`config.mk`:
```
export PLATFORM = sky130hd
export DESIGN_NAME = serial_bootloader_update
export DESIGN_NICKNAME = d
export VERILOG_FILES = /design/src/core/boot_pkg.sv /design/src/core/serial_bootloader_update.sv
export VERILOG_INCLUDE_DIRS = /design/src /design/src/core
export SDC_FILE = /design/constraint.sdc
export NUM_CORES = 2
export LEC_CHECK = 0
export ABC_AREA = 1
export BUFFER_PORTS_ARGS = -buffer_cell sky130_fd_sc_hd__clkbuf_2
export CORE_MARGIN = 8
export CORE_UTILIZATION = 45
export DETAILED_ROUTE_END_ITERATION = 10
export REMOVE_ABC_BUFFERS = 1
export SETUP_SLACK_MARGIN = 0.02
export SLEW_MARGIN = 15
export SYNTH_ARGS = -nofsm -noshare
export SYNTH_HDL_FRONTEND = slang
export SYNTH_SLANG_ARGS = --single-unit
```
`constraint.sdc`:
```
create_clock -name mclk -period 3.4 [get_ports mclk]
set_input_delay 1.02 -clock mclk [delete_from_list [all_inputs] [get_ports mclk]]
set_output_delay 1.02 -clock mclk [all_outputs]
set_load 0.02 [all_outputs]
```
`src/core/boot_loader_defs.svh`:
```
`ifndef BOOT_LOADER_DEFS_SVH
`define BOOT_LOADER_DEFS_SVH
// Clock and timing
`define CLK_HZ 40000000
`define FIRST_BLK_TIMEOUT_S 60
`define CRC_REQ_PERIOD_MS 3000
`define FIRST_BLK_CYC (64'(`FIRST_BLK_TIMEOUT_S) * 64'(`CLK_HZ))
`define CRC_REQ_CYC ((64'(`CRC_REQ_PERIOD_MS) * 64'(`CLK_HZ)) / 64'd1000)
// Block layout
`define BLK_BYTES 128
`define BLK_LAST_IDX 8'h83
`define BLK_DATA_END 8'h82
`define BLK_CRC_HI_IDX 8'h82
// Characters and CRC polynomial
`define ASCII_CR 8'h0d
`define KEY_UPDATE 8'h31
`define KEY_RUN 8'h32
`define XM_SOH 8'h01
`define XM_EOT 8'h04
`define XM_ACK 8'h06
`define XM_NAK 8'h15
`define XM_CAN 8'h18
`define XM_CRC_REQ 8'h43
`define CRC_POLY 16'h1021
`endif

```
`src/core/boot_pkg.sv`:
```
package boot_pkg;
  typedef enum logic [3:0] {
    ST_BOOT = 4'h0,
    ST_WAIT_REL = 4'h1,
    ST_WAIT_CR = 4'h2,
    ST_APP = 4'h3,
    ST_SEND = 4'h4,
    ST_MENU = 4'h5,
    ST_XM_WAIT = 4'h6,
    ST_XM_BLK = 4'h7,
    ST_XM_CHK = 4'h8,
    ST_XM_FLASH = 4'h9,
    ST_XM_ACK = 4'ha
  } state_e;
  typedef enum logic [1:0] {
    MSG_MENU = 2'h0,
    MSG_DONE = 2'h1,
    MSG_ABORT = 2'h2
  } msg_e;
  typedef struct packed {
    state_e state;
    msg_e msg;
    logic [5:0] idx;
    logic [7:0] cnt;
    logic [7:0] blk_exp;
    logic [7:0] blk;
    logic [7:0] blk_inv;
    logic [15:0] crc;
    logic [15:0] crc_rx;
    logic [31:0] timer;
    logic [31:0] ctimer;
    logic first;
    logic [6:0] wptr;
    logic [23:0] addr;
    logic app_run;
    logic loaded;
    logic erase;
    logic commit;
    logic [7:0] b0;
    logic [7:0] b1;
    logic [1:0] bcnt;
  } st_s;
endpackage : boot_pkg

```
`src/core/serial_bootloader_update.sv`:
```
// What this block does
// - On good entry send menu, take commands
// - No valid image: always start loader
// - Application entry command returns to application only via character 2 after a completed load
// - Talk over UART or SPI, host clocks SPI
// - Show prompt; host waits for it
// - Character 1 starts CRC XModem update
// - Completion string; character 2 runs new firmware
// - Failed load: abort string, back to menu
// - Abort if no first block within minute
// - Reset during transfer fails the load
// - Abort on file or flash error
`include "boot_loader_defs.svh"
`timescale 1ns/1ps
`default_nettype none
module serial_bootloader_update #(
  parameter logic [31:0] FIRST_TO_CYC = 32'(`FIRST_BLK_CYC),
  parameter logic [31:0] CREQ_CYC = 32'(`CRC_REQ_CYC)
) (
  input wire logic mclk, // 40 MHz clock
  input wire logic sys_rst, // Synchronous reset
  input wire logic din_level, // Serial data in line level
  input wire logic host_sleep_request, // Sleep request pin
  input wire logic rts, // RTS pin
  input wire logic image_valid, // Valid application present
  input wire logic app_enter_req, // Application asks for loader
  input wire logic spi_sel, // 1: SPI port, 0: UART
  input wire logic uart_rx_valid, // UART byte in
  input wire logic [7:0] uart_rx_data, // UART byte
  output logic uart_rx_ready, // UART byte taken
  input wire logic spi_rx_valid, // SPI byte in
  input wire logic [7:0] spi_rx_data, // SPI byte
  output logic spi_rx_ready, // SPI byte taken
  output logic uart_tx_valid, // UART byte out
  input wire logic uart_tx_ready, // UART transmitter free
  output logic spi_tx_valid, // SPI byte out
  input wire logic spi_tx_ready, // SPI shifter free
  output logic [7:0] tx_data, // Byte out, both ports
  output logic flash_valid, // Flash byte write request
  output logic [23:0] flash_addr, // Flash byte address
  output logic [7:0] flash_wdata, // Flash byte data
  input wire logic flash_ready, // Flash write done
  input wire logic flash_err, // Flash write failed
  output logic image_erase, // Old image invalidated
  output logic image_commit, // New image marked valid
  output logic app_run // Application in control
);
  localparam int MENU_N = 24;
  localparam int DONE_N = 10;
  localparam int ABORT_N = 9;
  localparam logic [8*MENU_N-1:0] MENU_T = "\r\n1 update\r\n2 run\r\nldr> ";
  localparam logic [8*DONE_N-1:0] DONE_T = "\r\ncomplete";
  localparam logic [8*ABORT_N-1:0] ABORT_T = "\r\naborted";

  boot_pkg::st_s q, d;
  logic [7:0] mem [0:`BLK_BYTES-1];
  logic rx_valid, rx_ready, rx_v, tx_ready, room, push, pop;
  logic [7:0] rx_d, pbyte, n_b0;
  logic mem_we;
  logic [6:0] mem_a;

  function automatic logic [7:0] msg_byte(input boot_pkg::msg_e m, input logic [5:0] i);
    case (m)
      boot_pkg::MSG_MENU: return MENU_T[8*(MENU_N-1-int'(i)) +: 8];
      boot_pkg::MSG_DONE: return DONE_T[8*(DONE_N-1-int'(i)) +: 8];
      default: return ABORT_T[8*(ABORT_N-1-int'(i)) +: 8];
    endcase
  endfunction : msg_byte

  function automatic logic [5:0] msg_last(input boot_pkg::msg_e m);
    case (m)
      boot_pkg::MSG_MENU: return 6'(MENU_N-1);
      boot_pkg::MSG_DONE: return 6'(DONE_N-1);
      default: return 6'(ABORT_N-1);
    endcase
  endfunction : msg_last

  function automatic logic [15:0] crc_upd(input logic [15:0] c, input logic [7:0] b);
    logic [15:0] r;
    r = c ^ {b, 8'h00};
    for (int k = 0; k < 8; k++)
    begin
      r = r[15] ? ((r << 1) ^ `CRC_POLY) : (r << 1);
    end
    return r;
  endfunction : crc_upd

  // Port steering
  assign rx_valid = spi_sel ? spi_rx_valid : uart_rx_valid;
  assign rx_d = spi_sel ? spi_rx_data : uart_rx_data;
  assign tx_ready = spi_sel ? spi_tx_ready : uart_tx_ready;
  assign room = q.bcnt != 2'd2;
  assign rx_ready = (q.state == boot_pkg::ST_WAIT_CR) || (q.state == boot_pkg::ST_MENU)
    || (q.state == boot_pkg::ST_XM_BLK) || (q.state == boot_pkg::ST_XM_WAIT && room);
  assign rx_v = rx_valid && rx_ready;
  assign uart_rx_ready = rx_ready && !spi_sel;
  assign spi_rx_ready = rx_ready && spi_sel;
  assign uart_tx_valid = (q.bcnt != 2'd0) && !spi_sel;
  assign spi_tx_valid = (q.bcnt != 2'd0) && spi_sel;
  assign tx_data = q.b0;
  assign pop = (q.bcnt != 2'd0) && tx_ready;
  assign flash_valid = q.state == boot_pkg::ST_XM_FLASH;
  assign flash_addr = q.addr;
  assign flash_wdata = mem[q.wptr];
  assign image_erase = q.erase;
  assign image_commit = q.commit;
  assign app_run = q.app_run;
  assign mem_we = q.state == boot_pkg::ST_XM_BLK && rx_v && q.cnt >= 8'h02 && q.cnt < `BLK_DATA_END;
  assign mem_a = 7'(q.cnt - 8'h02);

  always_comb
  begin
    d = q;
    push = 1'b0;
    pbyte = 8'h00;
    d.erase = 1'b0;
    d.commit = 1'b0;
    case (q.state)
      boot_pkg::ST_BOOT:
      begin
        if (!image_valid)
        begin
          d.state = boot_pkg::ST_SEND;
          d.msg = boot_pkg::MSG_MENU;
          d.idx = 6'h00;
        end
        else if (!din_level && !host_sleep_request && rts)
          d.state = boot_pkg::ST_WAIT_REL;
        else
        begin
          d.state = boot_pkg::ST_APP;
          d.app_run = 1'b1;
        end
      end
      boot_pkg::ST_WAIT_REL:
        if (din_level)
          d.state = boot_pkg::ST_WAIT_CR;
      boot_pkg::ST_WAIT_CR:
        if (rx_v && rx_d == `ASCII_CR)
        begin
          d.state = boot_pkg::ST_SEND;
          d.msg = boot_pkg::MSG_MENU;
          d.idx = 6'h00;
        end
      boot_pkg::ST_APP:
        if (app_enter_req)
        begin
          d.app_run = 1'b0;
          d.state = boot_pkg::ST_SEND;
          d.msg = boot_pkg::MSG_MENU;
          d.idx = 6'h00;
        end
      boot_pkg::ST_SEND:
        if (room)
        begin
          push = 1'b1;
          pbyte = msg_byte(q.msg, q.idx);
          if (q.idx != msg_last(q.msg))
            d.idx = q.idx + 6'h01;
          else if (q.msg == boot_pkg::MSG_MENU)
            d.state = boot_pkg::ST_MENU;
          else
          begin
            d.msg = boot_pkg::MSG_MENU;
            d.idx = 6'h00;
          end
        end
      boot_pkg::ST_MENU:
        if (rx_v)
        begin
          if (rx_d == `KEY_UPDATE)
          begin
            d.state = boot_pkg::ST_XM_WAIT;
            d.first = 1'b1;
            d.timer = 32'h0;
            d.ctimer = 32'h0;
            d.blk_exp = 8'h01;
            d.addr = 24'h0;
            d.loaded = 1'b0;
            d.erase = 1'b1;
          end
          else if (rx_d == `KEY_RUN && q.loaded)
          begin
            d.state = boot_pkg::ST_APP;
            d.app_run = 1'b1;
          end
          else
          begin
            d.state = boot_pkg::ST_SEND;
            d.msg = boot_pkg::MSG_MENU;
            d.idx = 6'h00;
          end
        end
      boot_pkg::ST_XM_WAIT:
      begin
        d.timer = q.timer + 32'h1;
        if (q.first && q.timer >= FIRST_TO_CYC - 32'h1)
        begin
          d.state = boot_pkg::ST_SEND;
          d.msg = boot_pkg::MSG_ABORT;
          d.idx = 6'h00;
        end
        else if (rx_v)
        begin
          case (rx_d)
            `XM_SOH:
            begin
              d.state = boot_pkg::ST_XM_BLK;
              d.cnt = 8'h00;
              d.crc = 16'h0;
              d.first = 1'b0;
            end
            `XM_EOT:
            begin
              push = 1'b1;
              pbyte = `XM_ACK;
              d.loaded = 1'b1;
              d.commit = 1'b1;
              d.state = boot_pkg::ST_SEND;
              d.msg = boot_pkg::MSG_DONE;
              d.idx = 6'h00;
            end
            `XM_CAN:
            begin
              d.state = boot_pkg::ST_SEND;
              d.msg = boot_pkg::MSG_ABORT;
              d.idx = 6'h00;
            end
            default: d.state = boot_pkg::ST_XM_WAIT;
          endcase
        end
        else if (q.first)
        begin
          if (q.ctimer == 32'h0)
          begin
            push = room;
            pbyte = `XM_CRC_REQ;
            d.ctimer = CREQ_CYC - 32'h1;
          end
          else
            d.ctimer = q.ctimer - 32'h1;
        end
      end
      boot_pkg::ST_XM_BLK:
        if (rx_v)
        begin
          d.cnt = q.cnt + 8'h01;
          if (q.cnt == 8'h00)
            d.blk = rx_d;
          else if (q.cnt == 8'h01)
            d.blk_inv = rx_d;
          else if (q.cnt < `BLK_CRC_HI_IDX)
            d.crc = crc_upd(q.crc, rx_d);
          else if (q.cnt == `BLK_CRC_HI_IDX)
            d.crc_rx[15:8] = rx_d;
          else
          begin
            d.crc_rx[7:0] = rx_d;
            d.state = boot_pkg::ST_XM_CHK;
          end
        end
      boot_pkg::ST_XM_CHK:
        if (room)
        begin
          push = 1'b1;
          d.state = boot_pkg::ST_XM_WAIT;
          if (q.blk != ~q.blk_inv || q.crc != q.crc_rx)
            pbyte = `XM_NAK;
          else if (q.blk == q.blk_exp - 8'h01)
            pbyte = `XM_ACK;
          else if (q.blk != q.blk_exp)
          begin
            pbyte = `XM_CAN;
            d.state = boot_pkg::ST_SEND;
            d.msg = boot_pkg::MSG_ABORT;
            d.idx = 6'h00;
          end
          else
          begin
            push = 1'b0;
            d.state = boot_pkg::ST_XM_FLASH;
            d.wptr = 7'h00;
          end
        end
      boot_pkg::ST_XM_FLASH:
        if (flash_ready)
        begin
          if (flash_err)
          begin
            d.state = boot_pkg::ST_SEND;
            d.msg = boot_pkg::MSG_ABORT;
            d.idx = 6'h00;
          end
          else
          begin
            d.addr = q.addr + 24'h1;
            d.wptr = q.wptr + 7'h01;
            if (q.wptr == 7'(`BLK_BYTES - 1))
              d.state = boot_pkg::ST_XM_ACK;
          end
        end
      boot_pkg::ST_XM_ACK:
        if (room)
        begin
          push = 1'b1;
          pbyte = `XM_ACK;
          d.blk_exp = q.blk_exp + 8'h01;
          d.state = boot_pkg::ST_XM_WAIT;
        end
      default: d.state = boot_pkg::ST_BOOT;
    endcase
    // Two-entry transmit buffer
    n_b0 = pop ? q.b1 : q.b0;
    d.bcnt = q.bcnt - {1'b0, pop};
    d.b0 = n_b0;
    if (push)
    begin
      if (d.bcnt == 2'd0)
        d.b0 = pbyte;
      else
        d.b1 = pbyte;
      d.bcnt = d.bcnt + 2'd1;
    end
  end

  always_ff @(posedge mclk)
  begin
    if (sys_rst)
      q <= '0;
    else
      q <= d;
  end

  always_ff @(posedge mclk)
  begin
    if (mem_we)
      mem[mem_a] <= rx_d;
  end

  a_menu_after_cr: assert property (@(posedge mclk) disable iff (sys_rst)
    q.state == boot_pkg::ST_WAIT_CR && rx_v && rx_d == `ASCII_CR
    |=> q.state == boot_pkg::ST_SEND && q.msg == boot_pkg::MSG_MENU ##1 q.bcnt != 2'd0)
    else $error("menu not started after carriage return");
  a_no_image_boot: assert property (@(posedge mclk) disable iff (sys_rst)
    q.state == boot_pkg::ST_BOOT && !image_valid |=> q.state == boot_pkg::ST_SEND && !app_run)
    else $error("loader not started without image");
  a_app_no_return: assert property (@(posedge mclk) disable iff (sys_rst)
    app_run && app_enter_req |=> !app_run [*3])
    else $error("application regained control");
  a_port_steer: assert property (@(posedge mclk) disable iff (sys_rst)
    !(uart_tx_valid && spi_sel) && !(spi_tx_valid && !spi_sel) && !(uart_rx_ready && spi_rx_ready))
    else $error("byte on unselected port");
  a_menu_via_prompt: assert property (@(posedge mclk) disable iff (sys_rst)
    q.state == boot_pkg::ST_MENU && $past(q.state) != boot_pkg::ST_MENU
    |-> $past(q.state) == boot_pkg::ST_SEND && $past(q.msg) == boot_pkg::MSG_MENU)
    else $error("menu entered without prompt");
  a_update_start: assert property (@(posedge mclk) disable iff (sys_rst)
    q.state == boot_pkg::ST_MENU && rx_v && rx_d == `KEY_UPDATE
    |=> q.state == boot_pkg::ST_XM_WAIT && image_erase && q.first)
    else $error("update not started on key");
  a_run_loaded: assert property (@(posedge mclk) disable iff (sys_rst)
    q.state == boot_pkg::ST_MENU && rx_v && rx_d == `KEY_RUN && q.loaded |=> app_run)
    else $error("loaded firmware not started");
  a_abort_menu: assert property (@(posedge mclk) disable iff (sys_rst)
    q.state == boot_pkg::ST_SEND && q.msg == boot_pkg::MSG_ABORT && room && q.idx == msg_last(q.msg)
    |=> q.state == boot_pkg::ST_SEND && q.msg == boot_pkg::MSG_MENU && q.idx == 6'h00)
    else $error("abort did not return to menu");
  a_first_timeout: assert property (@(posedge mclk) disable iff (sys_rst)
    q.state == boot_pkg::ST_XM_WAIT && q.first && q.timer == FIRST_TO_CYC - 32'h1
    |=> q.state == boot_pkg::ST_SEND && q.msg == boot_pkg::MSG_ABORT)
    else $error("first block timeout missed");
  a_reset_fails: assert property (@(posedge mclk)
    sys_rst |=> q.state == boot_pkg::ST_BOOT && !q.loaded && !app_run)
    else $error("reset kept load state");
  a_flash_abort: assert property (@(posedge mclk) disable iff (sys_rst)
    flash_valid && flash_ready && flash_err |=> q.msg == boot_pkg::MSG_ABORT && !flash_valid)
    else $error("flash error not aborted");
  a_bad_crc_nak: assert property (@(posedge mclk) disable iff (sys_rst)
    q.state == boot_pkg::ST_XM_CHK && room && q.crc != q.crc_rx |=> q.state == boot_pkg::ST_XM_WAIT)
    else $error("bad block not refused");
endmodule : serial_bootloader_update
`default_nettype wire

```
* After elaboration in Yosys (flattened, before gate mapping)
Memory sizes are Yosys's and may differ from the RTL's. A register that Yosys moved wholly into a read port is not among the register bits.
Cells that the tools add are included.
** Word-level totals
- Register bits after elaboration :: 194
- Latch bits :: 0
- Memory bits (writable) :: 1024
- ROM bits :: 0
- Input bits :: 30
- Output and inout bits :: 48
- Logic and storage cells :: 316
- Memories kept :: 1
** Memory list
- mem :: words 128, bits a word 8, read ports 1, clocked after memory_dff 1, write ports 1, RTL line serial_bootloader_update.sv:56 : logic [7:0] mem [0:`BLK_BYTES-1];
** Operators by class
- $add $sub $neg :: 14
- Multipliers :: 0
- Divide/modulo/power cells :: 0
- $lt $le $gt $ge :: 3
- Equality and inequality tests :: 66
- Shifts and indexed selects :: 3
- Multiplexer cells :: 132
- Bitwise logic cells :: 18
- Reduce and logical (&&, ||, !) cells :: 57
** Operators with widths (count)
- 32-bit two-way mux :: 6
- 192-bit by 10-bit indexed part select with 8-bit output, first input constant :: 1
- 8-bit two-way mux :: 21
- 65-bit two-way mux :: 2
- 65-bit case mux with 2 select lines :: 1
- 12-bit two-way mux :: 9
- 13-bit two-way mux :: 8
- 16-bit two-way mux :: 5
- 80-bit by 10-bit indexed part select with 8-bit output, first input constant :: 1
- 72-bit by 10-bit indexed part select with 8-bit output, first input constant :: 1
- 8-bit case mux with 2 select lines :: 4
- 8-bit case mux with 8 select lines :: 1
- 31-bit two-way mux :: 2
- 2-bit inequality test, second input constant :: 29
- 7-bit two-way mux :: 8
- 24-bit case mux with 2 select lines :: 1
- 4-bit two-way mux :: 11
- 4-bit case mux with 11 select lines :: 1
- 17-bit AND reduction :: 2
- 33-bit two-way mux :: 1
- 32-bit by 1-bit adder with 32-bit output, second input constant :: 1
- 32-bit greater-or-equal comparator, second input constant :: 1
- 32-bit zero test :: 1
- 16-bit case mux with 2 select lines :: 1
- 73 further kinds :: 174

* Longest topological paths before layout
- Depth after elaboration :: 23
- Mapped depth :: 19
- Depth with buffers taken out :: 17

* Worst setup path after synthesis
Ideal clock, no wire load.
- Path type :: input port to flip-flop
- From :: input spi_sel
- To :: register q[83] (netlist name)
- Library setup time :: 0.131 ns
- Arrival time :: 3.345 ns
- Required time :: 3.269 ns
- Setup slack :: -0.075 ns
- Cell stages on the path :: 15
- Buffers on the path :: 1
- Cells stage by stage :: inv_2 nand2_1 nand2_2 nand2_2 nor2_4 nand3_2 nand2_2 nand2_4 inv_4 nand2_2 nand2_4 inv_2 buf_6 nand2_1 a21oi_2
** On the way
- Cells in the longest elaborated chain, start to end :: 4
- Elaborated cells on any way between the ends :: 8
- Classes of those cells :: eq/ne (4); mux (2); reduce/logical (2)
** RTL lines
- start, declared :: RTL line serial_bootloader_update.sv:27 : input wire logic spi_sel,
- 8-bit two-way mux :: RTL line serial_bootloader_update.sv:90 : assign rx_d = spi_sel ? spi_rx_data : uart_rx_data;
- net rx_d[0] :: RTL line serial_bootloader_update.sv:58 : logic [7:0] rx_d, pbyte, n_b0;
- 8-bit by 6-bit == test with 1-bit output (no line)
- 2-bit by 1-bit inequality test with 1-bit output (no line)
- 6-bit AND reduction (no line)
- end signal, assigned :: RTL line serial_bootloader_update.sv:329 : q <= '0;
- end signal, assigned :: RTL line serial_bootloader_update.sv:331 : q <= d;
- end, declared :: RTL line serial_bootloader_update.sv:55 : boot_pkg::st_s q, d;
The timed path passes the listed nets, and every way through them passes these cells.
A chain may end at the register's enable or synchronous reset.

==> run summary <==
Synth Flop Type -> edfxtp_1
Mux share of post-synthesis cell area -> 0
Wire length on met3 -> 11480 um
Area of the multi-input gates -> 17880 sq um
Number of buffers added on ports -> 77
Clock Sinks -> 1224
Ys Warns -> 0
CTS tree -> built
DP HPWL -> 97900 um
Die height -> 364.3 um
Worst r2r src -> q[166]$_SDFFE_PP0P_
Max Clock Freq -> 243.3 MHz
Setup Viol. Count Final -> 8
Slew Viols, Final -> 0
Antenna cells -> 0
Register area -> 34770 sq um
Clock Tree Root -> clkbuf_16
Simple-gate portion of the synthesized area -> 0.1794
Largest net degree at the start of global routing -> 133
Slew margin rel. -> 0.2374
First-pass GRT wire length -> 240400 um
Final WL -> 158800 um
CTS max path bufs -> 3
Crit path max fanout -> 23
Commonest cells in the netlist -> nor2_1, edfxtp_1, nand2_1
Power per cell area -> 541.5 nW/um^2
Reg-to-reg endpoint -> q[46]$_SDFFE_PP0P_
Critical path capture point type -> output port
Vias after detailed routing -> 41890
EDFF count, synth -> 1024
HP Class -> reg2reg
Final Critical Period -> 4111 ps
Register area share after synthesis -> 0.6365
Worst-path clk slew -> 60 ps
Final clock skew -> 27.27 ps
Most common cell in the netlist -> nor2_1
Req. time, crit path -> 2380 ps
Inst Count DP -> 7262
Area grow syn2layout -> 18.69%
Failing checks -> setup timing
Vias in the first global route -> 40620
Drt first-iter violations -> 4277
Nets -> 5872
Cells after Synth -> 5496
Critical path class -> reg2out
Fin. Hold Viols -> 0
Worst setup SP type -> flop
Via density -> 5.551
P_leak -> 23.40 nW
Layout Cells excl Fill -> 7547
Hold Crit Start -> tx_data[7]$_SDFF_PP0_
Distinct cells, synth -> 58
Synth Area per Inst -> 9.934 sq um
Yosys reg bits -> 1224
Largest family of logic cells by synthesized area -> simple AND/OR/NAND/NOR gates
Worst Hold Depth -> 2
Cell taking the most area after synthesis -> edfxtp_1
Worst Max-Slew Pin Slew -> 1144 ps
Core Region -> 121100 sq um
Reg2reg path depth -> 12
RSZ-0062 raised after global routing -> true
R2R Setup Slk -> 350 ps
Xor and xnor area share after synthesis -> 0.01348
Top routing layer used -> met5
Initial antenna violation count -> 3
Async SR Flop Fraction -> 0
Yosys top cell area share -> 0.5632
First-pass DRT Iterations -> 5
Later-pin clock latency in the skew report -> 770 ps
Layout cells sized above 1 -> 0.1483
Period utilization -> 1.209
GP Congestion -> 0.8992
Fillers -> 10730
Peak VDD IR -> 510.2 uV
Synth Area in Compound Gates -> 0.1221
Post-route ant nets -> 0
Hold slack -> 454.8 ps
Status -> finished, violations left
Row count -> 128
WP data arrival -> 3090 ps
Drt wl/cell -> 21.04 um
Met2 WL -> 75960 um
Met1 WL -> 66540 um
Die ar. -> 132700 sq um
Top Ports -> 78
CTS H-tree depth -> 4
Tot GR Track Use -> 0.2317
Num CTS Buffers -> 135
Synth Cell Area -> 54600 sq um
Residual DRC count -> 0
Max-cap viol count -> 0
Gr ovfl total -> 0
Largest cells by area after synthesis -> edfxtp_1, dfxtp_1, nor2_1
Die width -> 364.3 um
Final Util -> 0.5352
Worst setup margin -> -710.9 ps
Initial Utilization -> 0.4509
Adder-cell area share of the yosys netlist -> 0.004583
Hold Path Sink -> tx_data[7]$_SDFF_PP0_
-- how the worst max path moves through the flow --
stage                     slack [ps]  from        endpoint
final                           -710  flop  flash_wdata[7]
after global routing            -820  flop  flash_wdata[4]
after CTS                       -830  flop  flash_wdata[7]
after detailed placement        -110  flop  flash_wdata[7]
after global placement          -130  flop  flash_wdata[2]
after floorplan               -16310  flop  flash_wdata[2]
-- routing by layer --
metal / up-vias / track usage
met5: - / 0
met4: 2 / 0.07736
met3: 273 / 0.03722
met2: 1620 / 0.3856
met1: 20180 / 0.3102
li1: 19820 / -
-- timing repair --
action | in CTS | in global routing
gates cloned | 8 | 11
hold buffers | 0 | 0
pin swaps | 31 | 109
setup buffers | 16 | 17
endpoints found under the setup margin | 8 | 8
resized for setup | 76 | 130
-- flip-flops by register name, indices dropped and copies added (netlist names), named ones only --
signal and flops:
flash_addr 24, q 158, app_run 1, image_erase 1, tx_data 8, mem 1024
image_commit 1
-- placed cells by master (no fill, tap or decap), types with 30 or more instances in the layout --
| cell | instances |
|---|---|
| clkbuf_2 | 68 |
| o21ai_1 | 47 |
| xor2_1 | 54 |
| o211ai_1 | 68 |
| o22ai_1 | 236 |
| nand2_2 | 51 |
| xnor2_1 | 30 |
| nand3_1 | 170 |
| nand2_1 | 919 |
| buf_4 | 333 |
| nor3_1 | 54 |
| edfxtp_1 | 1024 |
| o21ai_0 | 616 |
| a21oi_1 | 180 |
| buf_12 | 57 |
| inv_1 | 222 |
| nand4_1 | 55 |
| clkbuf_16 | 146 |
| nor2_1 | 1048 |
| dfxtp_1 | 196 |
-- critical path, cell delays in order, from the launching register on --
cell      delay [ps]
dfxtp_4          520
buf_12           200
buf_6            210
o21ai_0          110
o22ai_1          230
o21ai_0          180
o211ai_1         340
nand3_1          140
nand2_2          110
nand2_2           70
nand2_4           90
buf_6            120
-- cell families (layout without fill, tap and decap cells) --
group	count (synthesis)	count (layout)
simple gates	2390	2390
xor+xnor	84	84
compound gates	1209	1209
flops	1224	1224
buf+inv	569	995
fa+ha+maj	20	20
-- power breakdown --
group / leakage, nW / internal [mW] / switching [mW]
sequential: 10.7 / 16.5 / 0.132
combinational: 10.7 / 1.32 / 3.14
clock: 2.04 / 7.97 / 6.04
total: 23.4 / 25.8 / 9.32
-- area by class of cell --
class | count | area share
Sequential cell | 1224 | 0.5365
Multi-Input combinational cell | 3703 | 0.2759
Timing Repair Buffer | 513 | 0.07667
Clock buffer | 166 | 0.05439
Tap cell | 1625 | 0.03138
Inverter | 244 | 0.01467
Clock inverter | 71 | 0.01037
Timing Repair inverter | 1 | 0.0001352
-- through the flow --
step	instance area (sq um)	setup TNS, ps	power [mW]	setup slack, ps
after floorplan	53120	-146720	19.96	-16310
after global placement	59270	-867.5	21.29	-130.5
after detailed placement	59270	-1640	21.34	-112.2
after CTS	64130	-6344	35.31	-826.3
after global routing	64800	-6203	36.45	-817.3
final	64800	-5520	35.09	-710.9
Note: power is estimated with default switching activity, not from simulation.
